### src/logic/clock_reset_pkg.sv
// Shared constants and types for the clock monitor and reset generator
package clock_reset_pkg;
   // Register word addresses on the serial register port
   localparam logic [9:0] ADDR_MULT_CFG = 10'h1C6;
   localparam logic [9:0] ADDR_BACKUP_STATUS = 10'h1C7;
   localparam logic [9:0] ADDR_GRST_LOW = 10'h1D0;
   localparam logic [9:0] ADDR_GRST_HIGH = 10'h1D1;
   localparam logic [9:0] ADDR_SERIAL_ERROR = 10'h1D3;
   // Field positions
   localparam int FACTOR_BIT = 0;
   localparam int SPREAD_OFF_BIT = 1;
   localparam int BACKUP_IN_USE_BIT = 0;
   localparam int DRV_OFF_BIT = 1;
   localparam int SWITCH_BACK_BIT = 2;
   localparam int CLK_ABSENT_BIT = 3;
   localparam int SERIAL_ERR_BIT = 0;
   // Reset values
   localparam logic [1:0] MULT_CFG_RESET = 2'h1;
   localparam logic [15:0] GRST_LOW_CODE = 16'hF473;
   localparam logic [15:0] GRST_HIGH_CODE = 16'h57A1;
   localparam logic [3:0] GRST_CYCLES = 4'h8;
   // Monitor window limits
   localparam logic [7:0] HI24 = 8'hA5;
   localparam logic [7:0] LO24 = 8'h7D;
   localparam logic [7:0] HI12 = 8'h54;
   localparam logic [7:0] LO12 = 8'h3D;
   localparam logic [2:0] WINDOW_PERIODS = 3'h6;
   // Timing
   localparam int CLK_MHZ = 100;
   localparam int IDLE_US = 100;
   localparam int SUSPEND_US = 250;
   localparam int RELOCK_US = 100;
   localparam int IDLE_CYC = IDLE_US * CLK_MHZ;
   localparam int SUSPEND_CYC = SUSPEND_US * CLK_MHZ;
   localparam int RELOCK_CYC = RELOCK_US * CLK_MHZ;

   typedef enum logic [2:0] {
      ST_IDLE = 3'b000,
      ST_USE_EXT = 3'b001,
      ST_LOCK_BACKUP = 3'b010,
      ST_USE_BACKUP = 3'b011,
      ST_SWITCH_BACK = 3'b100
   } clk_state_t;

   // Register read and write strobes with address and data
   typedef struct packed {
      logic wr;
      logic rd;
      logic [9:0] addr;
      logic [15:0] wdata;
   } reg_req_t;

   // Reset domain outputs, active low
   typedef struct packed {
      logic monitor_n;
      logic cipher_n;
      logic serial_n;
      logic main_n;
   } resets_t;
endpackage

### src/logic/clock_monitor_and_reset_gen.sv
// Clock manager with frequency monitor and four-domain reset generator
`timescale 1ns/100ps
module clock_monitor_and_reset_gen
   import clock_reset_pkg::*;
(
   input wire logic clock,
   input wire logic resetn,
   input wire logic clk_en,
   input wire logic reset_pin_n,
   input wire logic power_on_reset_n,
   input wire logic backup_ref,
   input wire logic loop_out_clk,
   input wire logic loop_lock,
   input wire logic chip_select_n,
   input wire reg_req_t req,
   output logic [15:0] rdata,
   output logic ref_sel_backup,
   output logic factor_24,
   output logic spread_on,
   output logic sys_clk_enable,
   output logic backup_ref_in_use,
   output logic clock_absent,
   output logic interrupt_pin_n,
   output logic core_irq,
   output logic drivers_off,
   output logic serial_abort,
   output resets_t resets_n
);
   ////////////////////////////////////////////////////////////////////
   // Reset release and input synchronisers
   logic rst_s1_ff, rst_ff;
   always_ff @(posedge clock or negedge resetn) begin
      if (!resetn) begin
         rst_s1_ff <= 1'b0;
         rst_ff <= 1'b0;
      end else begin
         rst_s1_ff <= 1'b1;
         rst_ff <= rst_s1_ff;
      end
   end

   // Two-stage capture of everything that comes from other domains
   logic [5:0] sync1_ff, sync2_ff, prev_ff;
   wire logic [5:0] raw_in = {chip_select_n, loop_lock, loop_out_clk, backup_ref,
                              power_on_reset_n, reset_pin_n};
   always_ff @(posedge clock or negedge rst_ff) begin
      if (!rst_ff) begin
         sync1_ff <= 6'h3F;
         sync2_ff <= 6'h3F;
         prev_ff <= 6'h3F;
      end else if (clk_en) begin
         sync1_ff <= raw_in;
         sync2_ff <= sync1_ff;
         prev_ff <= sync2_ff;
      end
   end
   wire logic pin_n = sync2_ff[0];
   wire logic por_n = sync2_ff[1];
   wire logic bref_rise = sync2_ff[2] & ~prev_ff[2];
   wire logic out_rise = sync2_ff[3] & ~prev_ff[3];
   wire logic lock_s = sync2_ff[4];
   wire logic cs_idle = sync2_ff[5];

   ////////////////////////////////////////////////////////////////////
   // Register decode
   wire logic wr_cfg = req.wr && req.addr == ADDR_MULT_CFG;
   wire logic wr_stat = req.wr && req.addr == ADDR_BACKUP_STATUS;
   wire logic wr_glo = req.wr && req.addr == ADDR_GRST_LOW;
   wire logic wr_ghi = req.wr && req.addr == ADDR_GRST_HIGH;
   wire logic rd_err = req.rd && req.addr == ADDR_SERIAL_ERROR;

   logic [1:0] cfg_ff;
   logic drv_off_ff, switch_req_ff;
   logic [15:0] glo_ff, ghi_ff;
   logic [3:0] grst_cnt_ff;
   logic serial_err_ff;
   logic main_rst_n;
   wire logic codes_ok = glo_ff == GRST_LOW_CODE && ghi_ff == GRST_HIGH_CODE;
   wire logic grst_active = grst_cnt_ff != 4'h0;

   // Configuration and status control bits
   always_ff @(posedge clock or negedge main_rst_n) begin
      if (!main_rst_n) begin
         cfg_ff <= MULT_CFG_RESET;
         drv_off_ff <= 1'b0;
      end else if (clk_en) begin
         if (wr_cfg) cfg_ff <= req.wdata[1:0];
         if (wr_stat) drv_off_ff <= req.wdata[DRV_OFF_BIT];
      end
   end
   assign spread_on = ~cfg_ff[SPREAD_OFF_BIT];

   // Global reset code slices; held during the global reset they cause, cleared on its last cycle
   always_ff @(posedge clock or negedge rst_ff) begin
      if (!rst_ff) begin
         glo_ff <= 16'h0000;
         ghi_ff <= 16'h0000;
         grst_cnt_ff <= 4'h0;
      end else if (clk_en) begin
         if (grst_cnt_ff == 4'h1) begin
            glo_ff <= 16'h0000;
            ghi_ff <= 16'h0000;
         end else if (!grst_active) begin
            if (wr_glo) glo_ff <= req.wdata;
            if (wr_ghi) ghi_ff <= req.wdata;
         end
         if (grst_active) grst_cnt_ff <= grst_cnt_ff - 4'h1;
         else if (codes_ok) grst_cnt_ff <= GRST_CYCLES;
      end
   end

   ////////////////////////////////////////////////////////////////////
   // Frequency monitor: window of backup periods
   logic [2:0] per_cnt_ff;
   logic [7:0] win_cnt_ff;
   logic factor_ff, bad_ff, valid_ff;
   wire logic win_end = bref_rise && per_cnt_ff == WINDOW_PERIODS - 3'h1;
   wire logic [7:0] hi_lim = factor_ff ? HI24 : HI12;
   wire logic [7:0] lo_lim = factor_ff ? LO24 : LO12;
   wire logic win_bad = win_cnt_ff > hi_lim || win_cnt_ff < lo_lim;
   assign factor_24 = factor_ff;

   always_ff @(posedge clock or negedge rst_ff) begin
      if (!rst_ff) begin
         per_cnt_ff <= 3'h0;
         win_cnt_ff <= 8'h00;
         factor_ff <= MULT_CFG_RESET[FACTOR_BIT];
         bad_ff <= 1'b0;
      end else if (clk_en) begin
         if (out_rise && win_cnt_ff != 8'hFF) win_cnt_ff <= win_cnt_ff + 8'h01;
         if (bref_rise) per_cnt_ff <= win_end ? 3'h0 : per_cnt_ff + 3'h1;
         if (win_end) begin
            bad_ff <= win_bad;
            win_cnt_ff <= 8'h00;
            factor_ff <= cfg_ff[FACTOR_BIT];
         end
      end
   end
   // Output valid combines lock and frequency result
   always_ff @(posedge clock or negedge rst_ff) begin
      if (!rst_ff) valid_ff <= 1'b0;
      else if (clk_en) valid_ff <= lock_s & ~bad_ff;
   end

   ////////////////////////////////////////////////////////////////////
   // Clock state machine
   clk_state_t state_ff, nxt_state;
   logic [14:0] tmr_ff;
   logic fell_ff;
   logic monitor_rst_n;
   wire logic tmr_idle_done = tmr_ff >= 15'(IDLE_CYC - 1);
   wire logic tmr_susp_done = tmr_ff >= 15'(SUSPEND_CYC - 1);
   wire logic steady_done = tmr_ff >= 15'(RELOCK_CYC - 1);
   wire logic invalid = bad_ff | ~lock_s;
   // Steady path only counts if valid never dropped since the switch
   wire logic relocked = (fell_ff & valid_ff) | (steady_done & ~fell_ff);

   // Next state
   always_comb begin
      nxt_state = state_ff;
      case (state_ff)
         ST_IDLE: if (tmr_idle_done) nxt_state = ST_USE_EXT;
         ST_USE_EXT: if (invalid) nxt_state = ST_LOCK_BACKUP;
         ST_LOCK_BACKUP: if (valid_ff) nxt_state = ST_USE_BACKUP;
         ST_USE_BACKUP: if (switch_req_ff) nxt_state = ST_SWITCH_BACK;
         ST_SWITCH_BACK: begin
            if (relocked) nxt_state = ST_USE_EXT;
            else if (tmr_susp_done && invalid) nxt_state = ST_LOCK_BACKUP;
         end
         default: nxt_state = ST_IDLE;
      endcase
   end

   // State, timer and relock edge tracking, on the monitor reset domain
   always_ff @(posedge clock or negedge monitor_rst_n) begin
      if (!monitor_rst_n) begin
         state_ff <= ST_IDLE;
         tmr_ff <= 15'h0000;
         fell_ff <= 1'b0;
         switch_req_ff <= 1'b0;
      end else if (clk_en) begin
         state_ff <= nxt_state;
         if (nxt_state != state_ff) tmr_ff <= 15'h0000;
         else if (tmr_ff != 15'h7FFF) tmr_ff <= tmr_ff + 15'h0001;
         if (state_ff != ST_SWITCH_BACK) fell_ff <= 1'b0;
         else if (!valid_ff) fell_ff <= 1'b1;
         // Request honoured only from use-backup; set beats clear
         if (wr_stat && req.wdata[SWITCH_BACK_BIT] && state_ff == ST_USE_BACKUP)
            switch_req_ff <= 1'b1;
         else if (state_ff == ST_SWITCH_BACK) switch_req_ff <= 1'b0;
      end
   end

   // Indications decoded from state; the system clock enable follows lock
   assign ref_sel_backup = state_ff == ST_LOCK_BACKUP || state_ff == ST_USE_BACKUP;
   assign backup_ref_in_use = ref_sel_backup;
   assign clock_absent = state_ff == ST_LOCK_BACKUP || state_ff == ST_SWITCH_BACK;
   assign interrupt_pin_n = ~clock_absent;
   assign core_irq = clock_absent;
   assign drivers_off = drv_off_ff & clock_absent;
   assign sys_clk_enable = lock_s;

   ////////////////////////////////////////////////////////////////////
   // Reset domains; async assert, sync release
   logic [1:0] mon_sr_ff, cip_sr_ff, ser_sr_ff, main_sr_ff;
   wire logic mon_clr_n = pin_n & por_n & resetn;
   wire logic main_clr_n = mon_clr_n & ~grst_active;
   wire logic ser_clr_n = main_clr_n & ~clock_absent;
   wire logic cip_clr_n = por_n & resetn; // Block reset still clears all domains
   // Monitor reset released on a backup reference edge
   always_ff @(posedge clock or negedge mon_clr_n) begin
      if (!mon_clr_n) mon_sr_ff <= 2'h0;
      else if (bref_rise) mon_sr_ff <= {mon_sr_ff[0], 1'b1};
   end
   always_ff @(posedge clock or negedge cip_clr_n) begin
      if (!cip_clr_n) cip_sr_ff <= 2'h0;
      else cip_sr_ff <= {cip_sr_ff[0], 1'b1};
   end
   always_ff @(posedge clock or negedge ser_clr_n) begin
      if (!ser_clr_n) ser_sr_ff <= 2'h0;
      else if (cs_idle) ser_sr_ff <= {ser_sr_ff[0], 1'b1};
   end
   always_ff @(posedge clock or negedge main_clr_n) begin
      if (!main_clr_n) main_sr_ff <= 2'h0;
      else main_sr_ff <= {main_sr_ff[0], 1'b1};
   end
   assign monitor_rst_n = mon_sr_ff[1];
   assign main_rst_n = main_sr_ff[1];
   assign resets_n = '{monitor_n: mon_sr_ff[1], cipher_n: cip_sr_ff[1],
                       serial_n: ser_sr_ff[1], main_n: main_sr_ff[1]};

   ////////////////////////////////////////////////////////////////////
   // Transfer abort and sticky serial error, cleared on read
   assign serial_abort = clock_absent & ~cs_idle;
   always_ff @(posedge clock or negedge rst_ff) begin
      if (!rst_ff) serial_err_ff <= 1'b0;
      else if (clk_en) begin
         if (serial_abort) serial_err_ff <= 1'b1;
         else if (rd_err) serial_err_ff <= 1'b0;
      end
   end

   // Read data, registered
   always_ff @(posedge clock or negedge rst_ff) begin
      if (!rst_ff) rdata <= 16'h0000;
      else if (clk_en && req.rd) begin
         case (req.addr)
            ADDR_MULT_CFG: rdata <= {14'h0000, cfg_ff};
            ADDR_BACKUP_STATUS: rdata <= {12'h000, clock_absent, 1'b0, drv_off_ff,
                                          backup_ref_in_use};
            ADDR_SERIAL_ERROR: rdata <= {15'h0000, serial_err_ff};
            default: rdata <= 16'h0000;
         endcase
      end
   end
endmodule // clock_monitor_and_reset_gen

### config.mk
export PLATFORM = sky130hd
export DESIGN_NAME = clock_monitor_and_reset_gen
export DESIGN_NICKNAME = d
export VERILOG_FILES = /design/src/logic/clock_reset_pkg.sv /design/src/logic/clock_monitor_and_reset_gen.sv
export SDC_FILE = /design/constraint.sdc
export NUM_CORES = 1
export LEC_CHECK = 0
export BUFFER_PORTS_ARGS = -buffer_cell sky130_fd_sc_hd__buf_4
export CAP_MARGIN = 15
export CORE_MARGIN = 2
export CORE_UTILIZATION = 45
export DETAILED_ROUTE_END_ITERATION = 7
export SETUP_SLACK_MARGIN = 0.3
export SYNTH_ARGS = -nofsm -noshare
export SYNTH_HDL_FRONTEND = slang
export SYNTH_SLANG_ARGS = --single-unit
### constraint.sdc
create_clock -name clock -period 2.6 [get_ports clock]
set_clock_uncertainty 0.15 [all_clocks]
set_input_delay 0.52 -clock clock [delete_from_list [all_inputs] [get_ports clock]]
set_output_delay 0.52 -clock clock [all_outputs]
set_load 0.01 [all_outputs]
## After elaboration in Yosys (flattened, before gate mapping)

Index checks and enable logic that the tools add are counted.

| word-level totals | value |
|---|---|
| register bits after elaboration | 116 |
| bits of input ports | 37 |
| output and inout bits | 30 |
| word-level logic and storage cells | 140 |

| operators by class | value |
|---|---|
| add/sub/neg operators | 4 |
| magnitude comparators | 4 |
| eq/ne operators | 19 |
| mux-type cells | 29 |
| bitwise operators | 23 |
| reductions and logical operators | 36 |

Operator list:

| operator | count |
|---|---|
| 2-to-1 mux 16 bit | 6 |
| equality test 10 x 9 -> 1 bit (second input constant) | 5 |
| 2-to-1 mux 15 bit | 2 |
| 2-to-1 mux 8 bit | 3 |
| 2-to-1 mux 3 bit | 7 |
| AND reduction 2 bit | 10 |
| equality test 16 x 15 -> 1 bit (second input constant) | 1 |
| equality test 16 bit (second input constant) | 1 |
| adder 15 x 1 -> 15 bit (second input constant) | 1 |
| >= comparator 15 x 14 -> 1 bit (second input constant) | 1 |
| >= comparator 15 bit (second input constant) | 1 |
| inequality test 15 bit (second input constant) | 1 |
| case mux 3 bit (5 select lines) | 1 |
| nonzero test 2 bit | 7 |
| AND 1 bit | 12 |
| logical AND 1 bit | 12 |
| case mux 4 bit (3 select lines) | 1 |
| inverter 1 bit | 9 |
| adder 8 x 1 -> 8 bit (second input constant) | 1 |
| greater-than comparator 8 bit | 1 |
| < comparator 8 x 7 -> 1 bit | 1 |
| 2-to-1 mux 4 bit | 2 |
| inequality test 8 bit (second input constant) | 1 |
| 2-to-1 mux 7 bit | 1 |
| 15 further kinds | 27 |

## Depth between registers and ports, before layout

| depth | value |
|---|---|
| depth in word-level cells | 9 |
| gate-level depth with buffers | 8 |
| depth with buffers taken out | 8 |

## Worst setup path after synthesis

OpenSTA, ideal clock, no wires.

| timing path | value |
|---|---|
| kind | input -> register |
| start | input req[25] (netlist bit) |
| end | register ghi_ff[10] |
| setup time | 0.125 ns |
| arrival time | 2.217 ns |
| slack | 0.108 ns |
| stages on the path | 7 |
| path buffers | 1 |
| cell sequence | nand4b_1 or3_1 nor3b_2 a41oi_1 nor2_2 buf_4 mux2_2 |

| on the way | value |
|---|---|
| word-level cells in the longest chain between the ends | 4 |

Ends and longest elaborated chain:

| item | line | source |
|---|---|---|
| start, declared | clock_monitor_and_reset_gen.sv:15 | `input wire reg_req_t req,` |
| equality test 10 x 9 -> 1 bit | clock_monitor_and_reset_gen.sv:69 | `wire logic wr_ghi = req.wr && req.addr == ADDR_GRST_HIGH;` |
| logical AND 1 bit | clock_monitor_and_reset_gen.sv:69 |  |
| nonzero test 2 bit (no line) | - |  |
| AND reduction 3 bit (no line) | - |  |
| end signal, assigned | clock_monitor_and_reset_gen.sv:105 | `if (wr_ghi) ghi_ff <= req.wdata;` |
| end, declared | clock_monitor_and_reset_gen.sv:74 | `logic [15:0] glo_ff, ghi_ff;` |

No other way between the ends.
A chain may end at the register's enable or synchronous reset.

## Final worst setup path

| timing path | value |
|---|---|
| start | register tmr_ff[6] |
| end | register tmr_ff[2] |

| on the way | value |
|---|---|
| word-level cells in the longest chain between the ends | 8 |

Ends and longest elaborated chain:

| item | line | source |
|---|---|---|
| start, declared | clock_monitor_and_reset_gen.sv:148 | `logic [14:0] tmr_ff;` |
| start signal, assigned | clock_monitor_and_reset_gen.sv:184 | `else if (tmr_ff != 15'h7FFF) tmr_ff <= tmr_ff + 15'h0001;` |
| >= comparator 15 x 14 -> 1 bit or >= comparator 15 bit (tied branches) | clock_monitor_and_reset_gen.sv:151, clock_monitor_and_reset_gen.sv:153, clock_monitor_and_reset_gen.sv:152 |  |
| AND 1 bit or logical AND 1 bit (tied branches) | clock_monitor_and_reset_gen.sv:156, clock_monitor_and_reset_gen.sv:168 |  |
| bitwise OR 1 bit or 2-to-1 mux 3 bit (tied branches) | clock_monitor_and_reset_gen.sv:156, clock_monitor_and_reset_gen.sv:168 |  |
| 2-to-1 mux 3 bit | clock_monitor_and_reset_gen.sv:167 | `if (relocked) nxt_state = ST_USE_EXT;` |
| case mux 3 bit (5 select lines) | clock_monitor_and_reset_gen.sv:161 | `case (state_ff)` |
| inequality test 3 bit | clock_monitor_and_reset_gen.sv:183 | `if (nxt_state != state_ff) tmr_ff <= 15'h0000;` |
| nonzero test 2 bit (no line) | - |  |
| AND reduction 2 bit (no line) | - |  |

Parallel ways exist; a longest one is shown, timed or not.

==> results.tsv <==
metric	value	unit
status	completed	
number of global-route vias before repair	3784	
ys async rst share	1.000	
die area	12340	µm²
Port Buffer Count	53	
Root Buffer	clkbuf_16	
pin count of the biggest net entering global routing	54	
share of synthesized area spent on multiplexers	0.1212	
Clock Power Share	0.291	
Synth warnings	0	
CTS Buf Count	9	
CTS tree	built	
Final Slew Violations	0	
die span in x	111.1	µm
predominant post-synthesis flop cell	dfrtp_1	
Psw	1.442	mW
WP data arrival	2430	ps
Leak	2.779	nW
first-pass GRT wire length	18680	µm
Combinational Power Share	0.260	
Multi-input gate area	2505	µm²
Avg Inst Size Synth	10.80	µm²
Total Nets Final	602	
final setup fails	0	
RePlAce Congestion	0.8866	
Starting Density	0.4560	
xor and xnor area share after synthesis	0.01866	
final hold vios	0	
I/O pins	67	
Post-synth EDFFs	0	
post-synthesis adder-cell area fraction	0.02666	
initial antenna violation count	0	
Fmax	432.1	MHz
Wirelength per Cell	15.69	µm
crit-path max cell delay	410	ps
Cell variety after synth	61	
reg2reg start	tmr_ff[6]	
Core Box Area	11320	µm²
sequential fraction of the synthesis area	0.4935	
type of the worst min-delay path	flip-flop to async pin	
Worst R2R Setup Slack	290	ps
Sink Count	101	
Row Count	39	
Core Util, Final	0.5544	
Max VDD drop	514.0	µV
CTS H-tree lvls	3	
final HPWL from detailed placement	7622	µm
share of layout cells above drive strength 1	0.3453	
clk buf depth	2	
Vias	3812	
switch share	0.3079	
Cell Area, Synth	5162	µm²
complex-gate fraction of the synthesized area	0.1032	
DR DRC count	0	
RR Endpoint	tmr_ff[2]	
min Tclk post-route	2314	ps
Crit-path slowest cell	o311a_1	
Antenna Cells	0	
internal power	3.240	mW
Total GRT Usage	0.1867	
sequential cell area	2550	µm²
worst-path maximum fanout	5	
Max-slew headroom	0.6049	
CP Cell Sequence	or3_1, o311a_1, o31ai_4, a31o_4, buf_4, nand2_4, o2bb2ai_1	
Detail Route Antenna Nets	0	
die height	111.1	µm
P per Cell Area	746.0	nW/µm²
Overflow after GRT	0	
Tcrit/Tclk final	0.8901	
worst slew pin tran	584.3	ps
Flop pwr share	0.449	
Synth Register Bits	101	
Mapped Cells	478	
WL final	11020	µm
Setup TNS Final	0	ps
CP Capture Type	flip-flop	
DR pass1 iterations	4	
CP Class	flip-flop to flip-flop	
main combinational cell family by area after synthesis	simple AND/OR/NAND/NOR gates	
RSZ-0062 raised after global routing	true	
fill cell count	1032	
Via density	5.430	
WP data required	2720	ps
Clock Latency Late Sink	350	ps
Max Cap Viol	0	
CP startpoint kind	flip-flop	
FF-to-FF path depth	7	
clk slew on worst S/H paths	70	ps
initial DRC count	205	
Synth Area in Simple Gates	0.1844	
area grow syn2layout	21.57	%
power groups by stage:
stage	sequential, mW	combinational, mW	clock [mW]
floorplan	2.06	0.767	0
global placement	2.14	0.961	0
detailed placement	2.15	0.996	0
CTS	2.12	1.08	1.41
global route	2.15	1.37	1.48
finish	2.10	1.22	1.36
synthesized netlist by cell type, drive strengths merged (2+ instances only):
| library cell | n | area share |
|---|---|---|
| a22oi | 2 | 0.0029 |
| conb | 2 | 0.0015 |
| a21oi | 15 | 0.015 |
| mux2i | 4 | 0.0078 |
| o2bb2ai | 4 | 0.0068 |
| ha | 11 | 0.027 |
| nand2 | 40 | 0.031 |
| and2 | 4 | 0.0048 |
| o211ai | 2 | 0.0029 |
| and3 | 3 | 0.0036 |
| nand3b | 2 | 0.0029 |
| nand2b | 5 | 0.0061 |
| a221oi | 2 | 0.0058 |
| nor4bb | 3 | 0.0058 |
| nor4b | 2 | 0.0034 |
| dfstp | 16 | 0.081 |
| mux2 | 52 | 0.11 |
| dfrtp | 85 | 0.41 |
| inv | 11 | 0.0080 |
| a41oi | 4 | 0.0068 |
| o31ai | 6 | 0.011 |
| nand3 | 12 | 0.012 |
| a21o | 2 | 0.0029 |
| or3 | 5 | 0.0061 |
| nor3b | 3 | 0.0053 |
| nor2 | 35 | 0.026 |
| o21ai | 21 | 0.020 |
| a31oi | 5 | 0.0061 |
| buf | 24 | 0.034 |
| nor3 | 14 | 0.014 |
| xnor2 | 3 | 0.0051 |
| nor4 | 3 | 0.0036 |
| or4bb | 2 | 0.0044 |
| and4 | 3 | 0.0051 |
| clkbuf | 11 | 0.0080 |
| nor2b | 20 | 0.024 |
| or2 | 2 | 0.0024 |
| xor2 | 8 | 0.014 |
| nand4b | 6 | 0.010 |
| nand4 | 9 | 0.011 |
critical path, delay by kind of cell (launching register included):
kind | cells | cell delay (ps)
AOI/OAI and AO/OA | 4 | 1090
and+or+nand+nor | 2 | 460
DFF | 1 | 400
buffers and inverters | 1 | 140
worst max-delay path by stage:
stage	startpoint	endpoint	slack [ps]
floorplan	req[25]	glo_ff[10]	210
global placement	req[25]	ghi_ff[13]	100
detailed placement	req[25]	ghi_ff[4]	60
finish	tmr_ff[6]	tmr_ff[2]	290
CTS	state_ff[1]	serial_abort	270
global route	tmr_ff[6]	tmr_ff[12]	200
timing repair:
| item | 4_1_cts | 5_1_grt |
|---|---|---|
| pin swaps | 6 | 9 |
| gates cloned | 0 | 1 |
| resized for setup | 5 | 10 |
| hold buffers | 2 | 0 |
| setup endpoints to repair | 19 | 34 |
| buffers inserted | 8 | 8 |
| hold endpoints to repair | 6 | 0 |
cell type report:
class | count | area share
Clock buffer | 10 | 0.03648
Timing Repair Buffer | 85 | 0.1110
Multi-Input combinational cell | 345 | 0.3991
Clock inverter | 6 | 0.01136
Tap cell | 143 | 0.02851
Inverter | 12 | 0.007177
Sequential cell | 101 | 0.4063
routing by layer:
| metal | vias up | share of wire | track usage | wire length (µm) |
|---|---|---|---|---|
| li1 | 1832 | - | - | - |
| met1 | 1882 | 0.46 | 0.2479 | 5029 |
| met2 | 79 | 0.48 | 0.3039 | 5301 |
| met3 | 19 | 0.045 | 0.05413 | 493 |
| met4 | 0 | 0.017 | 0.04609 | 192 |
| met5 | - | 0 | 0 | 0 |
layout by cell type (no fill, tap or decap), drive strengths merged, types with 6 or more instances in the layout:
cell type,instances
nand3,12
conb,16
mux2,52
nand4,9
nor3,14
o31ai,6
nor2,35
nor2b,20
ha,11
o21ai,21
nand2,41
xor2,8
clkbuf,10
inv,13
buf,83
a21oi,15
dfrtp,85
dfstp,16
nand4b,6
state kept, by name (all words and copies together) (netlist names), 2 cells and up:
name	flops
ghi_ff	16
glo_ff	16
tmr_ff	15
win_cnt_ff	8
sync1_ff	6
sync2_ff	6
grst_cnt_ff	4
per_cnt_ff	3
rdata	3
state_ff	3
cfg_ff	2
cip_sr_ff	2
main_sr_ff	2
mon_sr_ff	2
prev_ff	2
ser_sr_ff	2
stage by stage:
stage	instance area (µm²)	instances	hold slack, ps	setup WS (ps)	total power [mW]
after floorplan	5254	492	-114.7	205.4	2.831
after global placement	5749	667	-98.54	99.91	3.098
after detailed placement	5749	667	-94.60	63.75	3.142
after CTS	6150	693	44.30	271.1	4.602
after global routing	6276	702	70.43	196.5	4.997
final	6276	702	33.74	285.7	4.682
cell families (layout without fill, tap and decap cells):
logic type      after synthesis  after routing
other cells                   2             16
compound gates               75             75
xor+xnor                     11             11
fa+ha+maj                    11             11
buf+inv                      47            113
mux                          56             56
simple gates                175            176
flops                       101            101
Power figures use the tool's default switching activity.
